[src/verilog/cvp_pkg.sv]
package cvp_pkg;
  // Register bus widths, cell and pin counts
  localparam int ADDR_W = 5;
  localparam int DATA_W = 16;
  localparam int NCELL  = 16;
  localparam int NGPIO  = 8;
  // Register offsets (word index on the plain port)
  localparam logic [4:0] A_HV_LIM   = 5'h00;
  localparam logic [4:0] A_LV_LIM   = 5'h01;
  localparam logic [4:0] A_BAL_LIM  = 5'h02;
  localparam logic [4:0] A_TOP_CH   = 5'h03;
  localparam logic [4:0] A_LMASK_A  = 5'h04;
  localparam logic [4:0] A_LMASK_B  = 5'h05;
  localparam logic [4:0] A_VG_CTRL  = 5'h06;
  localparam logic [4:0] A_DEVICE_STATUS_REG = 5'h07;
  localparam logic [4:0] A_HVF_A    = 5'h08;
  localparam logic [4:0] A_HVF_B    = 5'h09;
  localparam logic [4:0] A_LVF_A    = 5'h0a;
  localparam logic [4:0] A_LVF_B    = 5'h0b;
  localparam logic [4:0] A_TEMP_LIM = 5'h0c;
  localparam logic [4:0] A_PCFG_LO  = 5'h0d;
  localparam logic [4:0] A_PCFG_HI  = 5'h0e;
  localparam logic [4:0] A_TG_CTRL  = 5'h0f;
  localparam logic [4:0] A_HOT_F    = 5'h10;
  localparam logic [4:0] A_COLD_F   = 5'h11;
  // Control field positions
  localparam int MODE_LSB = 0;
  localparam int GO_BIT   = 2;
  localparam int LOCK_LSB = 4;
  localparam int HOT_LSB  = 0;
  localparam int COLD_LSB = 5;
  localparam int THERMISTOR_REFERENCE_SUPPLY_BIT = 0;
  localparam int TEN_BIT   = 1;
  // Mode encodings
  localparam logic [1:0] MODE_STOP   = 2'h0;
  localparam logic [1:0] MODE_ROUND  = 2'h1;
  localparam logic [1:0] MODE_BIST   = 2'h2;
  localparam logic [1:0] MODE_SINGLE = 2'h3;
  // Pin configuration code for combined converter and guard input
  localparam logic [2:0] PCFG_ADC_GUARD = 3'h2;
  localparam logic [15:0] ADC_BIST_VALUE = 16'h8000;
  // Timing
  localparam int CLK_NS       = 4;
  localparam int SLOT_TIME_NS = 400;
  localparam int SLOT_CYC = (SLOT_TIME_NS + CLK_NS - 1) / CLK_NS;
  localparam int BIST_SLOTS   = 32;
  localparam int SETTLE_TIME_NS = 10000;
  // Register bus request
  typedef struct packed {
    logic [4:0]  addr;
    logic [15:0] wdata;
    logic        wr;
    logic        rd;
  } cvp_req_s;
  // Guard sequencer states
  typedef enum logic [3:0] {
    ST_IDLE   = 4'b0001,
    ST_ROUND  = 4'b0010,
    ST_BIST   = 4'b0100,
    ST_SINGLE = 4'b1000
  } cvp_state_e;
endpackage
[src/verilog/cvp_ctrl.sv]
// Design decisions made here: strobed register access and the placing of the registers.
`timescale 1ns/1ps
module cvp_ctrl #(
  parameter int SETTLE_CYC =
    (cvp_pkg::SETTLE_TIME_NS + cvp_pkg::CLK_NS - 1) / cvp_pkg::CLK_NS
) (
  // Clock and reset
  input  wire logic            sys_clk,
  input  wire logic            reset,
  // Register port
  input  wire cvp_pkg::cvp_req_s req,
  output logic [15:0]          rdata,
  // Cell comparator side
  input  wire logic            high_cmp_pin,
  input  wire logic            low_cmp_pin,
  output logic [3:0]           cell_sense_input,
  output logic [7:0]           high_dac,
  output logic [7:0]           low_dac,
  output logic                 cmp_selftest,
  // Thermistor comparator side
  input  wire logic            hot_cmp_pin,
  input  wire logic            cold_cmp_pin,
  output logic [2:0]           therm_sel,
  output logic [4:0]           hot_dac,
  output logic [2:0]           cold_dac,
  output logic                 thermistor_reference_supply,
  // Balancing and power
  output logic [15:0]          balance_stop,
  input  wire logic            shutdown,
  // Converter result hold
  input  wire logic            adc_start,
  input  wire logic            adc_busy,
  output logic                 adc_force,
  output logic                 adc_freeze,
  output logic [15:0]          adc_force_value
);
  // Software registers
  logic [7:0]  high_voltage_limit;
  logic [7:0]  low_voltage_limit;
  logic [7:0]  balance_end_voltage_limit;
  logic [3:0]  top_channel_number;
  logic [7:0]  low_check_mask_a, low_check_mask_b;
  logic [1:0]  voltage_guard_mode;
  logic [3:0]  voltage_guard_channel_lock;
  logic [7:0]  temperature_limit_reg;
  logic [11:0] pcfg_lo_reg, pcfg_hi_reg;
  logic [1:0]  tg_ctrl_reg;
  // Copies taken at go
  logic [7:0]  hv_lat, lv_lat, bal_lat;
  logic [3:0]  top_lat, lock_lat;
  logic [15:0] lmask_lat;
  logic [1:0]  mode_lat;
  // Status and flags
  logic        voltage_guard_running;
  logic [15:0] high_flags, low_flags;
  logic [7:0]  hot_flags, cold_flags;
  // Sequencer
  cvp_pkg::cvp_state_e state_reg, state_next;
  logic [7:0]  slot_cnt;
  logic [3:0]  chan_reg;
  logic        phase_reg;
  logic [5:0]  bist_cnt;
  logic [7:0]  tslot_cnt;
  logic [2:0]  tchan_reg;
  logic [15:0] settle_cnt;
  logic [15:0] rdata_reg;

  // Decodes
  wire wr = req.wr;
  wire [15:0] wd = req.wdata;
  wire go = wr && req.addr == cvp_pkg::A_VG_CTRL
            && wd[cvp_pkg::GO_BIT];
  wire [1:0] go_mode = wd[cvp_pkg::MODE_LSB +: 2];
  wire slot_end = slot_cnt == 8'(cvp_pkg::SLOT_CYC - 1);
  wire tslot_end = tslot_cnt == 8'(cvp_pkg::SLOT_CYC - 1);
  wire in_round = state_reg == cvp_pkg::ST_ROUND;
  wire in_bist = state_reg == cvp_pkg::ST_BIST;
  wire in_single = state_reg == cvp_pkg::ST_SINGLE;
  wire bist_done = in_bist && slot_end
    && bist_cnt == 6'(cvp_pkg::BIST_SLOTS - 1);
  wire thermistor_reference_supply_en = tg_ctrl_reg[cvp_pkg::THERMISTOR_REFERENCE_SUPPLY_BIT];
  wire temp_en = tg_ctrl_reg[cvp_pkg::TEN_BIT];
  wire [23:0] pcfg = {pcfg_hi_reg, pcfg_lo_reg};

  // Comparator pins pass a three-stage synchroniser
  logic [3:0] s1, s2, s3, cmp_f;
  wire  [3:0] pins = {cold_cmp_pin, hot_cmp_pin,
                      low_cmp_pin, high_cmp_pin};
  always_ff @(posedge sys_clk)
  begin
    s1 <= pins;
    s2 <= s1;
    s3 <= s2;
  end
  genvar gi;
  // A bit changes only when stages two and three agree
  generate
    for (gi = 0; gi < 4; gi++)
    begin : g_filt
      always_ff @(posedge sys_clk)
      begin
        if (reset)
          cmp_f[gi] <= 1'b0;
        else if (s2[gi] == s3[gi])
          cmp_f[gi] <= s3[gi];
      end
    end
  endgenerate

  // Active cells and active thermistor pins
  logic [15:0] cell_act;
  logic [7:0]  pin_act;
  generate
    for (gi = 0; gi < 16; gi++)
    begin : g_cell
      assign cell_act[gi] = 4'(gi) <= top_lat;
    end
    for (gi = 0; gi < 8; gi++)
    begin : g_pin
      assign pin_act[gi] = pcfg[3*gi +: 3]
                           == cvp_pkg::PCFG_ADC_GUARD;
    end
  endgenerate

  // Detection events, sampled at the end of each slot
  wire judge = slot_end && (in_round || in_single)
               && cell_act[chan_reg];
  wire [15:0] one_hot = 16'h0001 << chan_reg;
  wire [15:0] high_set = (judge && cmp_f[0]) ? one_hot
                         : 16'h0000;
  // Low path uses the low limit only in even loops
  wire [15:0] low_set = (judge && !phase_reg && cmp_f[1])
                        ? one_hot & ~lmask_lat
                        : 16'h0000;
  // Balance limit crossing is not a fault
  wire [15:0] bal_set = (judge && phase_reg && cmp_f[1])
                        ? one_hot : 16'h0000;
  wire tjudge = temp_en && tslot_end && pin_act[tchan_reg];
  wire [7:0] t_hot = 8'h01 << tchan_reg;
  // Without reference every judged pin shows both faults
  wire [7:0] hot_set = (tjudge && (!thermistor_reference_supply_en || cmp_f[2]))
                       ? t_hot : 8'h00;
  wire [7:0] cold_set = (tjudge && (!thermistor_reference_supply_en || cmp_f[3]))
                        ? t_hot : 8'h00;

  // Write-one-to-clear masks for the flags
  wire [15:0] hv_clr = {wr && req.addr == cvp_pkg::A_HVF_B ? wd[7:0]
    : 8'h00, wr && req.addr == cvp_pkg::A_HVF_A ? wd[7:0] : 8'h00};
  wire [15:0] lv_clr = {wr && req.addr == cvp_pkg::A_LVF_B ? wd[7:0]
    : 8'h00, wr && req.addr == cvp_pkg::A_LVF_A ? wd[7:0] : 8'h00};
  wire [7:0] hot_clr = wr && req.addr == cvp_pkg::A_HOT_F
                       ? wd[7:0] : 8'h00;
  wire [7:0] cold_clr = wr && req.addr == cvp_pkg::A_COLD_F
                        ? wd[7:0] : 8'h00;

  // Plain software registers
  always_ff @(posedge sys_clk)
  begin
    if (reset)
    begin
      high_voltage_limit <= 8'h00;
      low_voltage_limit <= 8'h00;
      balance_end_voltage_limit <= 8'h00;
      top_channel_number <= 4'h0;
      low_check_mask_a <= 8'h00;
      low_check_mask_b <= 8'h00;
      voltage_guard_mode <= cvp_pkg::MODE_STOP;
      voltage_guard_channel_lock <= 4'h0;
      temperature_limit_reg <= 8'h00;
      pcfg_lo_reg <= 12'h000;
      pcfg_hi_reg <= 12'h000;
      tg_ctrl_reg <= 2'h0;
    end
    else if (wr)
    begin
      unique case (req.addr)
        cvp_pkg::A_HV_LIM:   high_voltage_limit <= wd[7:0];
        cvp_pkg::A_LV_LIM:   low_voltage_limit <= wd[7:0];
        cvp_pkg::A_BAL_LIM:  balance_end_voltage_limit <= wd[7:0];
        cvp_pkg::A_TOP_CH:   top_channel_number <= wd[3:0];
        cvp_pkg::A_LMASK_A:  low_check_mask_a <= wd[7:0];
        cvp_pkg::A_LMASK_B:  low_check_mask_b <= wd[7:0];
        cvp_pkg::A_VG_CTRL:
        begin
          voltage_guard_mode <= go_mode;
          voltage_guard_channel_lock <= wd[cvp_pkg::LOCK_LSB +: 4];
        end
        cvp_pkg::A_TEMP_LIM: temperature_limit_reg <= wd[7:0];
        cvp_pkg::A_PCFG_LO:  pcfg_lo_reg <= wd[11:0];
        cvp_pkg::A_PCFG_HI:  pcfg_hi_reg <= wd[11:0];
        cvp_pkg::A_TG_CTRL:  tg_ctrl_reg <= wd[1:0];
        default: ;
      endcase
    end
  end

  // Settings take effect only when go is written
  always_ff @(posedge sys_clk)
  begin
    if (reset)
    begin
      hv_lat <= 8'h00;
      lv_lat <= 8'h00;
      bal_lat <= 8'h00;
      top_lat <= 4'h0;
      lmask_lat <= 16'h0000;
      mode_lat <= cvp_pkg::MODE_STOP;
      lock_lat <= 4'h0;
    end
    else if (go)
    begin
      hv_lat <= high_voltage_limit;
      lv_lat <= low_voltage_limit;
      bal_lat <= balance_end_voltage_limit;
      top_lat <= top_channel_number;
      lmask_lat <= {low_check_mask_b, low_check_mask_a};
      mode_lat <= go_mode;
      lock_lat <= wd[cvp_pkg::LOCK_LSB +: 4];
    end
  end

  // Mode decode on go; shutdown stops the guard
  always_comb
  begin
    state_next = state_reg;
    if (shutdown)
      state_next = cvp_pkg::ST_IDLE;
    else if (go)
    begin
      unique case (go_mode)
        cvp_pkg::MODE_ROUND:  state_next = cvp_pkg::ST_ROUND;
        cvp_pkg::MODE_BIST:   state_next = cvp_pkg::ST_BIST;
        cvp_pkg::MODE_SINGLE: state_next = cvp_pkg::ST_SINGLE;
        default:              state_next = cvp_pkg::ST_IDLE;
      endcase
    end
    else if (bist_done)
      state_next = cvp_pkg::ST_IDLE;
  end

  // State and running flag
  always_ff @(posedge sys_clk)
  begin
    if (reset)
      state_reg <= cvp_pkg::ST_IDLE;
    else
      state_reg <= state_next;
  end
  assign voltage_guard_running = state_reg != cvp_pkg::ST_IDLE;

  // Slot timer runs for every cell alike
  always_ff @(posedge sys_clk)
  begin
    if (reset || go || slot_end)
      slot_cnt <= 8'h00;
    else
      slot_cnt <= slot_cnt + 8'h01;
  end

  // Channel walk over all sixteen cells and loop parity
  always_ff @(posedge sys_clk)
  begin
    if (reset)
    begin
      chan_reg <= 4'h0;
      phase_reg <= 1'b0;
    end
    else if (go)
    begin
      chan_reg <= go_mode == cvp_pkg::MODE_SINGLE
                  ? wd[cvp_pkg::LOCK_LSB +: 4] : 4'h0;
      phase_reg <= 1'b0;
    end
    else if (in_round && slot_end)
    begin
      chan_reg <= chan_reg + 4'h1;
      if (chan_reg == 4'hf)
        phase_reg <= !phase_reg;
    end
  end

  // Self-test slot counter
  always_ff @(posedge sys_clk)
  begin
    if (reset || go)
      bist_cnt <= 6'h00;
    else if (in_bist && slot_end)
      bist_cnt <= bist_cnt + 6'h01;
  end

  // Thermistor walk over all eight pins
  always_ff @(posedge sys_clk)
  begin
    if (reset || !temp_en || tslot_end)
      tslot_cnt <= 8'h00;
    else
      tslot_cnt <= tslot_cnt + 8'h01;
  end
  always_ff @(posedge sys_clk)
  begin
    if (reset || !temp_en)
      tchan_reg <= 3'h0;
    else if (tslot_end)
      tchan_reg <= tchan_reg + 3'h1;
  end

  // Sticky flags: a set in the clear cycle wins
  always_ff @(posedge sys_clk)
  begin
    if (reset)
    begin
      high_flags <= 16'h0000;
      low_flags <= 16'h0000;
      hot_flags <= 8'h00;
      cold_flags <= 8'h00;
    end
    else
    begin
      high_flags <= (high_flags & ~hv_clr) | high_set;
      low_flags <= (low_flags & ~lv_clr) | low_set;
      hot_flags <= (hot_flags & ~hot_clr) | hot_set;
      cold_flags <= (cold_flags & ~cold_clr) | cold_set;
    end
  end

  // Converter hold while self-test runs and until settled after its last slot
  wire bist_start = go && go_mode == cvp_pkg::MODE_BIST;
  always_ff @(posedge sys_clk)
  begin
    if (reset)
    begin
      adc_force <= 1'b0;
      adc_freeze <= 1'b0;
      settle_cnt <= 16'h0000;
    end
    else
    begin
      if (bist_start && adc_busy)
        adc_freeze <= 1'b1;
      if (in_bist && adc_start)
        adc_force <= 1'b1;
      if (bist_done)
        settle_cnt <= 16'(SETTLE_CYC);
      else if (settle_cnt != 16'h0000 && !in_bist)
      begin
        settle_cnt <= settle_cnt - 16'h0001;
        if (settle_cnt == 16'h0001)
        begin
          adc_force <= 1'b0;
          adc_freeze <= 1'b0;
        end
      end
    end
  end
  assign adc_force_value = cvp_pkg::ADC_BIST_VALUE;

  // Cell comparator drive from latched settings; thermistor side straight from its registers
  always_ff @(posedge sys_clk)
  begin
    if (reset)
    begin
      low_dac <= 8'h00;
      balance_stop <= 16'h0000;
    end
    else
    begin
      low_dac <= phase_reg ? bal_lat : lv_lat;
      balance_stop <= bal_set;
    end
  end
  assign high_dac = hv_lat;
  assign cell_sense_input = chan_reg;
  assign cmp_selftest = in_bist;
  assign therm_sel = tchan_reg;
  assign hot_dac = temperature_limit_reg[cvp_pkg::HOT_LSB +: 5];
  assign cold_dac = temperature_limit_reg[cvp_pkg::COLD_LSB +: 3];
  assign thermistor_reference_supply = thermistor_reference_supply_en;

  // Read multiplexer, unmapped reads give zero
  logic [15:0] rmux;
  always_comb
  begin
    unique case (req.addr)
      cvp_pkg::A_HV_LIM:   rmux = {8'h00, high_voltage_limit};
      cvp_pkg::A_LV_LIM:   rmux = {8'h00, low_voltage_limit};
      cvp_pkg::A_BAL_LIM:  rmux = {8'h00, balance_end_voltage_limit};
      cvp_pkg::A_TOP_CH:   rmux = {12'h000, top_channel_number};
      cvp_pkg::A_LMASK_A:  rmux = {8'h00, low_check_mask_a};
      cvp_pkg::A_LMASK_B:  rmux = {8'h00, low_check_mask_b};
      cvp_pkg::A_VG_CTRL:  rmux = {8'h00, voltage_guard_channel_lock,
                                   2'h0, voltage_guard_mode};
      cvp_pkg::A_DEVICE_STATUS_REG: rmux = {14'h0000, in_bist,
                                   voltage_guard_running};
      cvp_pkg::A_HVF_A:    rmux = {8'h00, high_flags[7:0]};
      cvp_pkg::A_HVF_B:    rmux = {8'h00, high_flags[15:8]};
      cvp_pkg::A_LVF_A:    rmux = {8'h00, low_flags[7:0]};
      cvp_pkg::A_LVF_B:    rmux = {8'h00, low_flags[15:8]};
      cvp_pkg::A_TEMP_LIM: rmux = {8'h00, temperature_limit_reg};
      cvp_pkg::A_PCFG_LO:  rmux = {4'h0, pcfg_lo_reg};
      cvp_pkg::A_PCFG_HI:  rmux = {4'h0, pcfg_hi_reg};
      cvp_pkg::A_TG_CTRL:  rmux = {14'h0000, tg_ctrl_reg};
      cvp_pkg::A_HOT_F:    rmux = {8'h00, hot_flags};
      cvp_pkg::A_COLD_F:   rmux = {8'h00, cold_flags};
      default:             rmux = 16'h0000;
    endcase
  end
  always_ff @(posedge sys_clk)
  begin
    if (reset || !req.rd)
      rdata_reg <= 16'h0000;
    else
      rdata_reg <= rmux;
  end
  assign rdata = rdata_reg;
endmodule

[config.mk]
export PLATFORM = sky130hd
export DESIGN_NAME = cvp_ctrl
export DESIGN_NICKNAME = d
export VERILOG_FILES = /design/src/verilog/cvp_pkg.sv /design/src/verilog/cvp_ctrl.sv
export SDC_FILE = /design/constraint.sdc
export NUM_CORES = 1
export LEC_CHECK = 0
export ABC_CLOCK_PERIOD_IN_PS = 2200
export BUFFER_PORTS_ARGS = -buffer_cell sky130_fd_sc_hd__buf_2
export CAP_MARGIN = 30
export CORE_ASPECT_RATIO = 1.2
export CORE_MARGIN = 2
export CORE_UTILIZATION = 29
export DETAILED_ROUTE_END_ITERATION = 10
export PLACE_DENSITY = 0.41
export SYNTH_ARGS = -nofsm -noshare
export SYNTH_HDL_FRONTEND = slang
export SYNTH_SLANG_ARGS = --single-unit
[constraint.sdc]
create_clock -name sys_clk -period 2.2 [get_ports sys_clk]
set_input_delay 0.22 -clock sys_clk [delete_from_list [all_inputs] [get_ports sys_clk]]
set_output_delay 0.22 -clock sys_clk [all_outputs]
set_load 0.02 [all_outputs]
* Word-level counts from Yosys, hierarchy flattened
Index checks and enable logic that the tools add are counted. W data, S select, Z words.
Storage, ports and cells: flip-flop bits (word level) 284, output and inout port bits 83
Operators by class: bitwise gates (word level) 15, eq/ne operators 41, reductions and logical operators 60, add/subtract/negate cells 6, shift-type cells 2, multiplexer cells 32, magnitude comparators 18
Operators by type and width (count):
- $pmux W12 S18 | 1
- $mux W8 | 9
- $and A16 B16 Y16 | 3
- $not A16 Y16 | 3
- $eq A5 B4 Y1 const B | 8
- $le A4 B4 Y1 const A | 8
- $mux W16 | 2
- $or A16 B16 Y16 | 2
- $logic_and A1 B1 Y1 | 26
- $eq A3 B2 Y1 const B | 8
- $mux W12 | 2
- $reduce_and A2 Y1 | 12
- $eq A5 B3 Y1 const B | 4
- $mux W4 | 5
- $add A8 B1 Y8 const B | 2
- $and A8 B8 Y8 | 2
- $eq A16 B1 Y1 const B | 1
- $eq A8 B7 Y1 const B | 2
- $le A3 B4 Y1 const A | 4
- $not A8 Y8 | 2
- $or A8 B8 Y8 | 2
- $reduce_bool A16 Y1 | 1
- $shl A1 B4 Y16 const A | 1
- $sub A16 B1 Y16 const B | 1
- other kinds (29) | 63

* Logic depth before layout (Yosys ltp)
word-level depth 9, depth in mapped cells 8, gate-level depth less buffers 7

* Least setup slack after synthesis
No wires, ideal clock.
kind register to register, start point register settle_cnt[9], end point register settle_cnt[6], data arrival time 1920 ps, library setup time 132 ps, period minus slack after synthesis 2052 ps, cell stages (with the launch flop) 7, path slack 148 ps, buffers on the path 1, cell sequence dfxtp_1 or4_1 clkbuf_1 nor4_1 a2111oi_0 xnor2_1 a21oi_1
Between the ends: longest elaborated chain between the ends 3
Ends and longest elaborated chain:
- from (decl) | RTL line cvp_ctrl.sv:65 | logic [15:0] settle_cnt;
- from (signal assigned) | RTL line cvp_ctrl.sv:343 | settle_cnt <= 16'(SETTLE_CYC);
- from (signal assigned) | RTL line cvp_ctrl.sv:346 | settle_cnt <= settle_cnt - 16'h0001;
- $reduce_bool A16 Y1 | RTL line cvp_ctrl.sv:344 | else if (settle_cnt != 16'h0000 && !in_bist)
- $logic_and A1 B1 Y1 | RTL line cvp_ctrl.sv:344
- $reduce_bool A2 Y1 (no source line)
No other way between the ends. A chain may end at the register's enable or synchronous reset.

* Worst setup path after layout
start point register state_reg[3], end point output port cmp_selftest
Between the ends: longest elaborated chain between the ends 1
Ends and longest elaborated chain:
- from (decl) | RTL line cvp_ctrl.sv:58 | cvp_pkg::cvp_state_e state_reg, state_next;
- from (signal assigned) | RTL line cvp_ctrl.sv:245 | state_reg <= cvp_pkg::ST_IDLE;
- from (signal assigned) | RTL line cvp_ctrl.sv:247 | state_reg <= state_next;
- $eq A4 B3 Y1 | RTL line cvp_ctrl.sv:77 | wire in_bist = state_reg == cvp_pkg::ST_BIST;
- to (decl) | RTL line cvp_ctrl.sv:19 | output logic cmp_selftest,
No other way between the ends.

==> key figures <==
Status
  – Status: finished clean

STA
  – Slew margin rel.: a little under three fifths
  – Slew Viols, Final: 0
  – Tmin final: 2.14 ns
  – RSZ-0062 raised after global routing: yes
  – Fmax: approximately 0.47 GHz
  – Setup slack after layout: 0.0631 ns
  – Clock Skews: ~0.021 ns
  – Final hold viol count: 0
  – Setup violations, final: 0
  – Worst slew pin tran: 0.657 ns
  – Final Cycle Share: 97.1%

Power
  – Leak pwr: 0.00565 uW
  – IR drop worst, VDD: 0.000781 V
  – Power per Cell Area: 885 mW/mm^2

Yosys
  – Cell Area, Synth: 0.0120 mm^2
  – Post-synth EDFFs: 0
  – Cell variety after synth: 66
  – Mapped Cells: 1430
  – YS warnings: 0
  – Seq cells post-synth: 280
  – Post-synthesis sequential area ratio: 46.6%
  – Top_reg_cell synth: dfxtp_1
  – Asr flop ratio synth: 0%
  – Syn_area_per_cell: approximately 8.4 um^2

Place
  – I/O Buffers: 90
  – Routability cong.: 0.847
  – Placed insts: ~2100
  – Half-perimeter wire length after detailed placement: 32.2 mm
  – Setup WS pre-CTS: -0.0136 ns

Global routing
  – Pin count of the biggest net entering global routing: 62
  – Vias in the first global route: 10337
  – Gr ovfl total: 0
  – Initial antenna violation count: 3
  – GRT Overall Usage: roughly 20%
  – Global-route wire length before repair: 65.1 mm

Routing
  – Drt total wl: 44.0 mm
  – Initial DRC Count: 955
  – Via density: 5.11
  – Pre-antenna DRT Iters: 5
  – Routed vias: ~11000
  – DR WL/cell: 20.7 um
  – Remaining DRCs: 0
  – Antenna-violating nets left: 0

Final layout
  – Share of layout cells above drive strength 1: 16.4%
  – Multi-input gate area: 0.00592 mm^2
  – Register area: 0.00561 mm^2
  – Filler Cells Inserted: 4314
  – Post-Layout Cell Count: 2126
  – # diodes: 0
  – Nets: 1612
  – Utilization after layout: between 30% and 40%
  – Layout area overhead: 23.3%

Clock network
  – CTS buffer count: 31
  – Clock latency on the worst-skew pair: 0.58 ns
  – H-tree levels: 1
  – Clock-pin transition on the worst setup and hold timing paths: ~0.07 ns
  – Clock Sink Count: 280
  – Root Driver: clkbuf_16
  – TritonCTS clock tree: done
  – Max Root-Sink Buffers: 3

Worst setup path
  – Crit path launch type: flip-flop
  – Max incr delay on CP: approximately 0.61 ns
  – Arr. time, crit path: 1.92 ns
  – CP Cell Sequence: or4b_4, inv_4, buf_4, buf_2
  – Critical Path Sink Type: output pin
  – Worst EP required: 1.98 ns
  – Kind of critical path: reg -> out
  – Crit Path Max Fanout: 6
  – Slowest-stage cell, CP: or4b_4

Floorplanning
  – I/O pin count: 115
  – Initial Util: 29.4%
  – Core Area: around 0.04 mm^2
  – Die area: approximately 0.043 mm^2
  – Chip width: about 190 um
  – Die height: about 230 um
  – # rows: a little over 80

Run
  – Number of max-cap violations: 0

Min path
  – Hold Path Class: in -> reg
## routing by layer
metal  share of wire (%)  track usage (%)
met5                0.10                0
met4                 3.1             6.83
met3                 4.7             2.94
met2                  49             34.8
met1                  43             25.3
## critical path: cells and delay by family (launching register included)
family	cells	cell delay, ns
buffers and inverters	3	0.40
and+or+nand+nor	1	0.61
DFF	1	0.32
## cell families after synthesis
logic type / after synthesis / share of synthesized area (%)
compound gates: 309 / 15.5
xor+xnor: 32 / 2.33
fa+ha+maj: 18 / 1.85
buf+inv: 134 / 5.00
flops: 280 / 46.6
mux: 48 / 4.00
other cells: 2 / 0.0625
simple gates: 607 / 24.6
## stage by stage
stage               total power (uW)  area, um^2  setup TNS (ns)  hold WS (ns)
detailed placement              7180       13500         -0.0208         0.314
floorplan                       6630       12100               0         0.248
finish                         13100       14800               0        0.0496
CTS                            13200       14800               0        0.0195
global placement                7180       13500         -0.0551         0.313
global route                   13700       14800          -0.104        0.0233
## what timing repair did
item	4_1_cts	5_1_grt
gates resized for setup	2	5
hold endpoints to repair	25	0
setup endpoints to repair	6	18
setup buffers	1	1
gates cloned	0	0
pin swaps	0	3
hold buffers	12	0
## power by group
part / switching [uW] / internal (uW) / leakage [uW]
sequential: 162 / 5230 / 0.00226
clock: 2240 / 3720 / 0.000570
combinational: 1020 / 732 / 0.00282
## placed cells by master (no fill, tap or decap), drive strengths merged, types with 12 or more instances in the layout
cell         instances
dfxtp              280
nand2              204
buf                186
nor2               135
a21oi              132
nand3               95
o21ai               63
mux2i               48
clkbuf              39
nor2b               33
a22oi               33
and3                24
o31ai               22
conb                20
inv                 20
xnor2               18
nor3                18
ha                  17
xor2                14
a31oi               13
dlygate4sd3         12
## worst paths after layout
| check | cells past startpoint | slack [ns] | from | endpoint |
|---|---|---|---|---|
| setup / recovery | 4 | 0.06 | state_reg[3] | cmp_selftest |
| hold / removal | 3 | 0.05 | req[6] | low_check_mask_b[4] |
| setup reg to reg | 6 | 0.10 | slot_cnt[0] | cell_sense_input[3] |
| hold reg to reg | 0 | 0.33 | s1[3] | s2[3] |
## synth_stat cells, types with 20 or more instances
master / instances / area share [%]
a21oi_1: 132 / 5.5
a22oi_1: 33 / 2.1
and3_1: 24 / 1.2
buf_4: 20 / 1.2
clkbuf_1: 76 / 2.4
dfxtp_1: 280 / 47
mux2i_1: 48 / 4.0
nand2_1: 204 / 6.4
nand3_1: 95 / 4.0
nor2_1: 135 / 4.2
nor2b_1: 33 / 1.7
o21ai_0: 62 / 2.6
o31ai_1: 22 / 1.4
## cell type report
| cell class | instances | area share, % |
|---|---|---|
| clock buffers | 39 | 5.84 |
| clock inverters | 18 | 2.09 |
| inverters | 18 | 0.473 |
| multi-input cells | 1034 | 39.9 |
| flip-flops and latches | 280 | 37.8 |
| well taps | 539 | 4.55 |
| repair buffers | 198 | 9.29 |
Power figures use the tool's default switching activity.
